`src/rtl/lcd_row_driver_map.vh`:
```
// constants for the lcd row driver shift and latch logic
`ifndef LCD_ROW_DRIVER_MAP_VH
`define LCD_ROW_DRIVER_MAP_VH
`define SEG_NIBBLES 7'h14
`define SEG_BITS 7'h50
`define COM_HALF 40
`define OUT_COUNT 80
`define SYNC_WIDTH 13
`define LVL_V0 2'h0
`define LVL_V12 2'h1
`define LVL_V43 2'h2
`define LVL_V5 2'h3
`define ROLE_SEG 1'h0
`define ROLE_COM 1'h1
`define MODE_PAR_OR_SINGLE 1'h0
`define MODE_SER_OR_DUAL 1'h1
`endif

```
`src/rtl/lcd_row_driver_shift_latch.v`:
```
// lcd row/column driver: shift register, output latch and level selector
`include "lcd_row_driver_map.vh"
`default_nettype none
module lcd_row_driver_shift_latch (
  // clock and reset
  input wire i_clock,
  input wire i_reset_n,
  // controller clocks and controls
  input wire i_data_shift_clock_in,
  input wire i_row_latch_clock_in,
  input wire i_frame_alternate,
  input wire i_display_blank_n,
  input wire i_role_select,
  input wire i_interface_mode_select,
  input wire i_shift_direction,
  // data pins: bit0 serial/d1, bit1 left, bit2 middle, bit3 right
  input wire [3:0] i_data,
  output wire [3:0] o_data,
  output wire [3:0] o_data_oe,
  // cascade enable pins
  input wire i_enable_left_n,
  output wire o_enable_left_n,
  output wire o_enable_left_oe,
  input wire i_enable_right_n,
  output wire o_enable_right_n,
  output wire o_enable_right_oe,
  // driver outputs, two-bit level code per output
  output wire [159:0] o_driver_outputs
);
  // every pin is filtered; an edge shows four clocks after the pin moves
  wire [`SYNC_WIDTH-1:0] sync_w;
  pin_sync #(
    .W(`SYNC_WIDTH)
  ) u_sync (
    .i_clock(i_clock),
    .i_reset_n(i_reset_n),
    .i_async({i_enable_right_n, i_enable_left_n, i_data, i_shift_direction,
      i_interface_mode_select, i_role_select, i_display_blank_n,
      i_frame_alternate, i_row_latch_clock_in, i_data_shift_clock_in}),
    .o_level(sync_w)
  );
  wire dsc_w = sync_w[0];
  wire rlc_w = sync_w[1];
  wire alt_w = sync_w[2];
  wire blank_n_w = sync_w[3];
  wire role_w = sync_w[4];
  wire mode_w = sync_w[5];
  wire dir_w = sync_w[6];
  // data pins are sampled on the same clock as the edge detect
  wire [3:0] din_w = sync_w[10:7];
  wire enl_n_w = sync_w[11];
  wire enr_n_w = sync_w[12];

  reg dsc_prev_r;
  reg rlc_prev_r;
  reg [79:0] seg_r;
  reg [79:0] latch_r;
  reg [6:0] count_r;
  reg done_r;
  reg [3:0] dout_r;

  wire dsc_fall = dsc_prev_r & ~dsc_w;
  wire rlc_fall = rlc_prev_r & ~rlc_w;
  // role and mode decode from the filtered pins
  wire is_seg = (role_w == `ROLE_SEG);
  wire is_serial = is_seg & (mode_w == `MODE_SER_OR_DUAL);
  wire is_dual = ~is_seg & (mode_w == `MODE_SER_OR_DUAL);
  // enable enters on the upstream side of the shift direction
  wire enable_in_n = dir_w ? enr_n_w : enl_n_w;
  wire [6:0] fill_count = is_serial ? `SEG_BITS : `SEG_NIBBLES;
  // shifting allowed only while enabled and not yet full
  wire seg_active = is_seg & ~enable_in_n & ~done_r & ~rlc_w;

  // level code for one output
  function [1:0] level_sel;
    input m;
    input d;
    input com;
    input bl_n;
    begin
      if (!bl_n) begin
        level_sel = `LVL_V0;
      end else if (d) begin
        level_sel = (m ^ com) ? `LVL_V5 : `LVL_V0;
      end else begin
        level_sel = m ? `LVL_V43 : `LVL_V12;
      end
    end
  endfunction

  // one shift step of the segment register
  function [79:0] seg_shift;
    input [79:0] s;
    input [3:0] d;
    input ser;
    input rev;
    begin
      if (ser && !rev) begin
        seg_shift = {s[78:0], d[0]};
      end else if (ser) begin
        seg_shift = {d[0], s[79:1]};
      end else if (!rev) begin
        seg_shift = {s[75:0], d};
      end else begin
        seg_shift = {d, s[79:4]};
      end
    end
  endfunction

  // one latch clock step of the common scan register
  function [79:0] com_shift;
    input [79:0] l;
    input [3:0] d;
    input dual;
    input rev;
    begin
      // dual type runs the two halves as independent 40-bit registers
      if (!dual && !rev) begin
        com_shift = {l[78:0], d[1]};
      end else if (!dual) begin
        com_shift = {d[3], l[79:1]};
      end else if (!rev) begin
        com_shift = {l[78:40], d[2], l[38:0], d[1]};
      end else begin
        com_shift = {d[3], l[79:41], d[2], l[39:1]};
      end
    end
  endfunction

  always @(posedge i_clock or negedge i_reset_n) begin
    if (!i_reset_n) begin
      // match the filtered levels after reset so no false edge appears
      dsc_prev_r <= 1'b0;
      rlc_prev_r <= 1'b0;
    end else begin
      dsc_prev_r <= dsc_w;
      rlc_prev_r <= rlc_w;
    end
  end

  // segment shift register and power-down control
  always @(posedge i_clock or negedge i_reset_n) begin
    if (!i_reset_n) begin
      seg_r <= 80'h0;
      count_r <= 7'h0;
      done_r <= 1'b0;
    end else if (rlc_w) begin
      // a high latch clock overrides any shift clock fall
      count_r <= 7'h0;
      done_r <= 1'b0;
    end else if (dsc_fall && seg_active) begin
      seg_r <= seg_shift(seg_r, din_w, is_serial, dir_w);
      // the row is full at twenty nibbles or eighty bits
      count_r <= count_r + 7'h1;
      if (count_r + 7'h1 >= fill_count) begin
        done_r <= 1'b1;
      end
    end
  end

  // output latch, or common scan shift register
  always @(posedge i_clock or negedge i_reset_n) begin
    if (!i_reset_n) begin
      latch_r <= 80'h0;
    end else if (rlc_fall) begin
      if (is_seg) begin
        latch_r <= seg_r;
      end else begin
        latch_r <= com_shift(latch_r, din_w, is_dual, dir_w);
      end
    end
  end

  // common scan data out towards the next driver
  always @(posedge i_clock or negedge i_reset_n) begin
    if (!i_reset_n) begin
      dout_r <= 4'h0;
    end else begin
      dout_r <= {latch_r[79], 1'b0, latch_r[0], 1'b0};
    end
  end
  assign o_data = dout_r;
  // in the common role only the downstream end pin is driven; the other data pins, and all of them in the segment role, stay inputs
  assign o_data_oe = {~is_seg & ~dir_w, 1'b0, ~is_seg & dir_w, 1'b0};

  // enable passes downstream once this driver is full
  // both carry the same level; the output enable picks the driven pin
  assign o_enable_right_n = ~done_r;
  assign o_enable_left_n = ~done_r;
  assign o_enable_right_oe = is_seg & ~dir_w;
  assign o_enable_left_oe = is_seg & dir_w;

  // each output registers its own level code
  genvar g;
  generate
    for (g = 0; g < `OUT_COUNT; g = g + 1) begin : g_out
      reg [1:0] lvl_r;
      always @(posedge i_clock or negedge i_reset_n) begin
        if (!i_reset_n) begin
          lvl_r <= `LVL_V0;
        end else begin
          lvl_r <= level_sel(alt_w, latch_r[g], ~is_seg, blank_n_w);
        end
      end
      assign o_driver_outputs[2*g+1:2*g] = lvl_r;
    end
  endgenerate
endmodule // lcd_row_driver_shift_latch
`default_nettype wire

```
`src/rtl/pin_sync.v`:
```
// three-stage pin synchroniser with agreement filter
`default_nettype none
module pin_sync #(
  parameter W = 1
) (
  // clock and reset
  input wire i_clock,
  input wire i_reset_n,
  // asynchronous pins
  input wire [W-1:0] i_async,
  // filtered level
  output wire [W-1:0] o_level
);
  reg [W-1:0] ff1_r;
  reg [W-1:0] ff2_r;
  reg [W-1:0] ff3_r;
  reg [W-1:0] level_r;
  integer k;
  always @(posedge i_clock or negedge i_reset_n) begin
    if (!i_reset_n) begin
      ff1_r <= {W{1'b0}};
      ff2_r <= {W{1'b0}};
      ff3_r <= {W{1'b0}};
      level_r <= {W{1'b0}};
    end else begin
      ff1_r <= i_async;
      ff2_r <= ff1_r;
      ff3_r <= ff2_r;
      // a change counts once the second and third stage agree
      for (k = 0; k < W; k = k + 1) begin
        if (ff2_r[k] == ff3_r[k]) begin
          level_r[k] <= ff3_r[k];
        end
      end
    end
  end
  assign o_level = level_r;
endmodule // pin_sync
`default_nettype wire

```
`config.mk`:
```
export PLATFORM = sky130hd
export DESIGN_NAME = lcd_row_driver_shift_latch
export DESIGN_NICKNAME = d
export VERILOG_FILES = /design/src/rtl/lcd_row_driver_shift_latch.v /design/src/rtl/pin_sync.v
export VERILOG_INCLUDE_DIRS = /design/src /design/src/rtl
export SDC_FILE = /design/constraint.sdc
export NUM_CORES = 1
export LEC_CHECK = 0
export BUFFER_PORTS_ARGS = -buffer_cell sky130_fd_sc_hd__buf_2
export CORE_ASPECT_RATIO = 0.8
export CORE_MARGIN = 4
export CORE_UTILIZATION = 44
export DETAILED_ROUTE_END_ITERATION = 16
export GPL_TIMING_DRIVEN = 0
export PLACE_DENSITY_LB_ADDON = 0.2
export SETUP_SLACK_MARGIN = 0.3
export SYNTH_ARGS = -nofsm -noshare
export SYNTH_HDL_FRONTEND = slang
export SYNTH_HIERARCHICAL = 1
export SYNTH_SLANG_ARGS = --single-unit
export TNS_END_PERCENT = 20
```
`constraint.sdc`:
```
create_clock -name i_clock -period 4.5 [get_ports i_clock]
set_input_delay 0.45 -clock i_clock [delete_from_list [all_inputs] [get_ports i_clock]]
set_output_delay 0.45 -clock i_clock [all_outputs]
set_load 0.01 [all_outputs]
```
* After elaboration in Yosys (flattened, before gate mapping)
Cells that the tools add are included.
Word-level totals: word-level logic and storage cells 321, flip-flop bits (word level) 384, input bits 15, output and inout bits 172
Operators by class: multiplexer cells 176, order comparisons 1, $add $sub $neg 1, bitwise logic cells 18, equal/unequal tests 13, reductions and logical operators 9
Operators with widths (number):
- 80-bit two-way mux | 7
- 2-bit two-way mux | 162
- 7-bit two-way mux | 3
- 1-bit equality test | 13
- 1-bit AND | 11
- 7-bit by 1-bit adder with 7-bit output (second input constant) | 1
- 7-bit greater-or-equal comparator | 1
- 1-bit inverter | 6
- 1-bit two-way mux | 4
- 2-bit AND reduction | 2
- 2-bit nonzero test | 2
- 1-bit logical AND | 3
- 1-bit zero test | 2
- 1-bit bitwise XOR | 1

* Depth between registers and ports, before layout
Gate-level depths: netlist of the first run.
depth after elaboration 8, mapped depth 10, gate-level depth less buffers 8

* By module
The synthesis of the first run kept the hierarchy.
Modules (own cells, without submodules):
- lcd_row_driver_shift_latch | area an instance 17416.7 µm², sequential area each 8308.0 µm², times used 1, cells each 1729
- pin_sync | area an instance 1447.6 µm², sequential area each 1301.2 µm², times used 1, cells each 65

* Worst setup path after synthesis of the first run
OpenSTA, ideal clock, no wires.
kind register to register, from reg u_sync.level_r[4], in the netlist u_sync/o_level[4], to reg done_r, data arrival time 1.736 ns, setup time 0.126 ns, path buffers 3, data required time 4.374 ns, setup slack 2.638 ns, period minus slack after synthesis 1.862 ns, cell stages (with the launch flop) 11, path through dfrtp_1 -> buf_4 -> nor2b_4 -> buf_6 -> inv_2 -> buf_6 -> ha_1 -> nand2_1 -> a31o_2 -> a21oi_1 -> a311o_1
Between the ends: cells in the longest elaborated chain, start to end 7, elaborated cells between the ends (all ways) 11, those cells by class 1 x order compare; 1 x mux; 5 x bitwise; 4 x reduce/logical
Ends and longest elaborated chain:
- from (decl) | RTL line pin_sync.v:17 | reg [W-1:0] level_r;
- from (signal assigned) | RTL line pin_sync.v:24 | level_r <= {W{1'b0}};
- from (signal, indexed assignment) | RTL line pin_sync.v:32 | level_r[k] <= ff3_r[k];
- 1-bit inverter (no line) (*)
- branches (longest 5 deep; another with 7-bit greater-or-equal comparator)
- 2-bit AND reduction (no line) (*)
- to (signal assigned) | RTL line lcd_row_driver_shift_latch.v:146 | done_r <= 1'b0;
- to (signal assigned) | RTL line lcd_row_driver_shift_latch.v:150 | done_r <= 1'b0;
- to (signal assigned) | RTL line lcd_row_driver_shift_latch.v:156 | done_r <= 1'b1;
- to (decl) | RTL line lcd_row_driver_shift_latch.v:59 | reg done_r;
Mark *: on every way between the ends. A chain may end at the register's enable or synchronous reset.

* Worst setup path in the final report of the first run
from reg u_sync.level_r[4], in the netlist u_sync/o_level[4], to out o_enable_right_oe
Between the ends: cells in the longest elaborated chain, start to end 2
Ends and longest elaborated chain:
- 1-bit inverter (no line)
- 1-bit AND | RTL line lcd_row_driver_shift_latch.v:190 | assign o_enable_right_oe = is_seg & ~dir_w;
- to (decl) | RTL line lcd_row_driver_shift_latch.v:26 | output wire o_enable_right_oe,
Every way passes these cells.

==> results.cfg, run 1 <==
[drt]
wl_per_cell_um = 18.8
drt_iter0_markers = 1115
drc = 0
vias = 13574
route.antenna.remaining_nets = 0
viasPerCell = 5.17
firstDrtPassIters = 5
routed_wl_mm = 49.4

[synthesis]
synth_cell_types = 28
ys_seq_elements = 384
synth_area_leaders = dfrtp_1, nand2_1, mux4_2, xnor2_1, and2_1
yosys.area.top_type_share = 0.509
synth.avg_cell_area_sq_um = 10.5
synth_largest_area_cell = dfrtp_1
yosysSeqAreaShare = 0.509
syn_inst = 1794
yosysWarningCount = 6
netlist_area_sq_um = 18900

[floorplanning]
io_pins = 187
die_w_um = 240
rows = 67
start_util = 0.448
die_h_um = 193
core-area_sq_um = 42100
die_area_sq_um = 46300

[cells_and_area]
most-common-layout-cells = nand2_1, dfrtp_1, buf_2, o21ai_0, xnor2_1
nets = 2057
layout_commonest_cell = nand2_1
syn_to_final_growth_pct = 17.3
drive_above_1_share = 0.202
utilization = 0.526
fin_area_sq_um = 22100
stdcell_count = 2623

[timing]
setup_ws_ps = 1650
min_period_over_period = 0.633
tightest_slew_ps = 954
finalSetupViolations = 0
finalHoldViolations = 0
period_minus_slack_ps = 2850
max_freq_ghz = 0.351
drv_slew = 0
slew_headroom = 0.364
finClkSkew_ps = 19.2
rsz0062_at_grt = false

[global_routing]
grt_util_met2 = 0.322
grt_use_met1 = 0.318
busiest_layer = met2
antenna_found_initial = 6
grt_pass1_vias = 13654
grt_max_degree = 119
grt.total_usage = 0.215
grt_use_met3 = 0.0534
grt_first_pass_wirelength_mm = 79.2
overflow = 0

[place]
place.port_buffers = 182
placed_area_sq_um = 20600
place_inst = 2534
place_congestion = 0.858
pre_cts_slack_ps = 2170
dp_hpwl_mm = 35.8

[clock_network]
ctsResizeCount = 0
clock_path_buffers = 3
post_cts_buffers = 0
clk_latency_ps = 550
clkTransAtPathRegs_ps = 50
h-tree-depth = 2
clkSinkCount = 384
cts-root-buf = clkbuf_16
cts_buffers = 42
cts_tree = yes

[worst_setup_path]
crit_fanout = 10
critPathArrivalTime_ps = 2400
reg2reg_depth = 6
ff2ff_setup_slack_ps = 2110
r2r-end = latch_r[42]
required_ps = 4050
worst-setup-path-type = reg -> out
endpoint_kind = primary output
worstReg2RegStart = u_sync/o_level[1]
worst_setup_path_start_kind = flip-flop

[min_path]
holdPathEnd = u_sync/ff1_r[7]
holdCritStartpoint = i_data[0]
hold_path.class = in -> reg
hold_depth = 1

[run_status]
status = finished clean

[power_and_ir_drop]
ir_worst_vdd_uv = 299
power.leakage_nw = 10.4
p_per_area_nw_per_um2 = 465

[flow_run]
cap_viol_max_count = 0
## worst max path at each step
stage	cells after the start	start	slack, ps	endpoint
after global placement	1	i_reset_n	-4340	u_sync/ff2_r[10]
after floorplan	10	u_sync/o_level[4]	2640	done_r
final	5	u_sync/o_level[4]	1650	o_enable_right_oe
after detailed placement	6	u_sync/o_level[1]	2170	latch_r[41]
after global routing	5	u_sync/o_level[4]	1510	o_enable_right_oe
after CTS	5	u_sync/o_level[4]	1610	o_enable_right_oe
## critical path, stage by stage, from the launching register on
cell	delay, ps
dfrtp_1	350
buf_4	250
buf_2	260
clkbuf_1	590
nor2_1	200
buf_2	190
## per-layer routing
layer	wire length, um	vias to the layer above
li1	-	6351
met5	13	-
met3	4210	72
met4	945	2
met2	21900	492
met1	22300	6657
## flip-flops by register name (all words and copies together), names as in the netlist
register,count
u_sync/o_level,13
u_sync/ff1_r,13
seg_r,80
o_data,2
latch_r,80
u_sync/ff3_r,13
g_out.lvl_r,160
count_r,7
done_r,1
rlc_prev_r,1
dsc_prev_r,1
u_sync/ff2_r,13
## through the flow
step                setup TNS, ps  hold slack (ps)  power (W)
global placement         -1648670              331    0.00678
global route                    0             11.3     0.0109
finish                          0             20.7     0.0103
detailed placement              0              336    0.00684
CTS                             0             2.58     0.0104
floorplan                       0              154    0.00592
## power by group
part / internal (W) / switching (W)
clock network: 0.00212 / 0.00139
registers: 0.00397 / 0.000530
logic: 0.00107 / 0.00122
total: 0.00715 / 0.00314
## kinds of logic (layout without fill, tap and decap cells)
kind of cell | count (synthesis) | count (layout) | share of synthesized area
XOR/XNOR | 165 | 165 | 0.0766
buffers and inverters | 144 | 416 | 0.0361
AO/OA/AOI/OAI | 173 | 173 | 0.0466
AND/OR/NAND/NOR | 749 | 749 | 0.183
flip-flops | 384 | 384 | 0.509
other | 1 | 6 | 0.000199
adder cells (fa/ha/maj) | 16 | 16 | 0.00975
multiplexers | 162 | 162 | 0.138
## Yosys cell counts
cell / number
a31o_2: 2
dfrtp_1: 384
buf_6: 2
xnor2_1: 162
and2_1: 161
a21oi_1: 4
and4b_1: 1
nand3_1: 8
xor2_1: 3
nor2_1: 7
conb_1: 1
mux2i_1: 83
buf_2: 49
a311o_1: 1
nor2b_4: 1
nand2b_1: 1
ha_1: 3
mux4_2: 79
o21ai_0: 166
buf_1: 7
clkbuf_1: 66
inv_2: 1
nor2b_1: 82
buf_4: 17
nand4b_1: 1
inv_1: 2
maj3_2: 13
nand2_1: 487
## final cells by class
cell class / count / area [sq um]
Clock buffer: 60 / 1260
Buffer: 141 / 669
Antenna cell: 2 / 5.00
Inverter: 3 / 11.3
Clock inverter: 14 / 166
Timing Repair Buffer: 198 / 1130
Multi-Input combinational cell: 1269 / 8590
Tap cell: 552 / 691
Sequential cell: 384 / 9610
Fill cell: 3752 / 20000
## what timing repair did
item                                    CTS  global route
endpoints found under the setup margin    0             0
endpoints found under the hold margin    90             0
hold buffers                             13             0
Note: power is estimated with default switching activity, not from simulation.
==> inputs of run 2 (changes only) <==
ABC_AREA = 1   (was not set)
clock period = 2.7 ns   (was 4.5 ns; I/O delays follow)
==> run 2 against run 1 <==
- power increased by 89%
- clock power increased by 67%
- utilization increased by 0.59 points
- flip-flop and latch count unchanged
- first-iteration DRC count increased by 65%
- cell area decreased by 11%
- setup slack got worse by 1200 ps
- synthesized area decreased by 12%
- synthesized cell count increased by 3.3%
- clock skew decreased by 2.8 ps
- worst hold slack improved by 220 ps
- critical endpoint is now o_data_oe[3]
==> results.cfg, run 2 <==
[worst_setup_path]
crit_chain = buf_4 -> inv_4 -> nor2_4 -> buf_2 -> buf_2
crit_cells = 5
crit_fanout = 10
cpMostUsedCell = buf_2
reg2reg_depth = 13
worst_setup_path_start_kind = flip-flop
crit_slowest_cell = dfrtp_1
endpoint_kind = primary output
critPathArrivalTime_ps = 1980
path_buf_inv = 4
required_ps = 2430
max_stage_delay_ps = 370
crit_family = buffers and inverters
worst-setup-path-type = reg -> out

[cells_and_area]
fin_area_sq_um = 19700
largest_reg_flops = 160
largest_registers = g_out.lvl_r: 160 flops, latch_r: 80 flops, seg_r: 80 flops
regMostFlops = g_out.lvl_r
layout_commonest_cell = nand2_1
multi_input_area_sq_um = 5820
utilization = 0.532
drive_above_1_share = 0.163
fillers = 3408
ff_latch_area_sq_um = 9610
most-common-layout-cells = nand2_1, dfrtp_1, a21oi_1, buf_2, nand3_1
syn_to_final_growth_pct = 19.1
nets = 2115
diodes = 0

[timing]
tightest_slew_ps = 827
slew_headroom = 0.449
rsz0062_at_grt = false
finClkSkew_ps = 16.4
period_minus_slack_ps = 2250
drv_slew = 0
setup_ws_ps = 451
setup-tns-final_ps = 0
finalHoldViolations = 0
max_freq_ghz = 0.445
min_period_over_period = 0.833
finalSetupViolations = 0

[place]
place.port_buffers = 182
place_congestion = 0.927
placed_area_sq_um = 18200
dp_hpwl_mm = 35.7
pre_cts_slack_ps = 662

[synthesis]
synth-async-reset-ratio = 1.00
syn_inst = 1853
synth_cell_types = 31
yosys.area.top_type_share = 0.580
synth.avg_cell_area_sq_um = 8.95
ys_seq_elements = 384
synth_largest_area_cell = dfrtp_1
synth_top_family_by_area = compound AO/OA/AOI/OAI gates
synth_edf_count = 0
synth_commonest_cells = nand2_1, dfrtp_1, a21oi_1
synth-compound-area-share = 0.176
synth_top_flop_cell = dfrtp_1
synthMostInstantiatedCell = nand2_1
muxShareOfSynthArea = 0
yosysWarningCount = 6
synth-simple-area-share = 0.169
synth_fa_ha_area_frac = 0.00226
yosysSeqAreaShare = 0.580
synthXorXnorAreaFrac = 0.00272
synth_area_leaders = dfrtp_1, nand2_1, a21oi_1, nand3_1, a32oi_1
netlist_area_sq_um = 16600

[clock_network]
cts_buffers = 40
clkSinkCount = 384
post_cts_buffers = 0
cts-root-buf = clkbuf_16
ctsResizeCount = 0
clock_path_buffers = 3
cts_tree = yes
clkTransAtPathRegs_ps = 60
clk_latency_ps = 560
hold_buffers = 14
h-tree-depth = 2

[global_routing]
grt_first_pass_wirelength_mm = 76.8
grt_max_degree = 112
antenna_found_initial = 0
grt.total_usage = 0.235
overflow = 0
grt_pass1_vias = 13596

[floorplanning]
core-area_sq_um = 37100
die_w_um = 225
io_pins = 187
die_area_sq_um = 40900
start_util = 0.447
die_h_um = 182
rows = 63

[drt]
drc = 0
route.antenna.remaining_nets = 0
firstDrtPassIters = 6
viasPerCell = 5.48
drt_iter0_markers = 1838
routed_wl_mm = 48.7
vias = 14336
wl_per_cell_um = 18.6

[power_and_ir_drop]
p_per_area_nw_per_um2 = 983
ir_worst_vdd_uv = 674
power.leakage_nw = 9.67

[run_status]
status = finished clean

[flow_run]
cap_viol_max_count = 0

[min_path]
hold_path.class = in -> async
[run 2: cell types whose count changed after synthesis, sizes merged, moves of 115 or more]
cell and change:
a21oi +255, and2 -161, xnor2 -161, nand3 +150, inv +115
[run 2: cell type report]
| cell class | count | area share |
|---|---|---|
| Clock inverter | 16 | 0.0119 |
| Buffer | 134 | 0.0361 |
| Clock buffer | 57 | 0.0591 |
| Tap cell | 487 | 0.0309 |
| Sequential cell | 384 | 0.487 |
| Timing Repair Buffer | 199 | 0.0579 |
| Multi-Input combinational cell | 1220 | 0.295 |
| Inverter | 118 | 0.0226 |
[run 2: logic make-up after synthesis]
family / after synthesis
other cells: 1
simple gates: 688
xor+xnor: 3
buf+inv: 252
fa+ha+maj: 3
flops: 384
compound gates: 522
[run 2: worst paths after layout]
kind	startpoint	to	slack [ps]
setup / recovery	u_sync/o_level[4]	o_data_oe[3]	450
hold / removal	i_reset_n	g_out[43].lvl_r[1]	240
setup reg to reg	u_sync/o_level[4]	done_r	650
hold reg to reg	u_sync/ff1_r[1]	u_sync/ff2_r[1]	350
max in group asynchronous	i_reset_n	u_sync/ff1_r[10]	1080
min in group i_clock	u_sync/ff1_r[1]	u_sync/ff2_r[1]	350
[run 2: where the power goes]
part | switching, W | internal, W | total [W]
clock | 0.00234 | 0.00351 | 0.00586
combinational | 0.00337 | 0.00172 | 0.00509
sequential | 0.00121 | 0.00726 | 0.00847
[run 2: per-stage QoR]
step	std cells	total power [W]	hold WS, ps
2_1_floorplan	1856	0.0114	-25.6
3_3_place_gp	2525	0.0134	333
3_5_place_dp	2528	0.0135	271
4_1_cts	2615	0.0194	275
5_1_grt	2615	0.0206	297
6_report	2615	0.0194	241
[run 2: worst reg2reg max path: stages (launching register included)]
cell	delay (ps)
dfrtp_1	370
buf_4	240
inv_4	130
nand2_4	130
buf_2	270
ha_1	270
a21oi_1	150
nand3_1	90
nand2_1	70
nand2_1	50
nand2_1	50
nand2_1	40
nand2_1	50
nand2_1	50
[run 2: metal layers]
layer | GRT usage | vias to the layer above | wire, um
li1 | - | 6763 | -
met1 | 0.368 | 6845 | 23200
met2 | 0.334 | 640 | 20000
met3 | 0.0465 | 88 | 4400
met4 | 0.0608 | 0 | 1140
met5 | 0 | - | 0
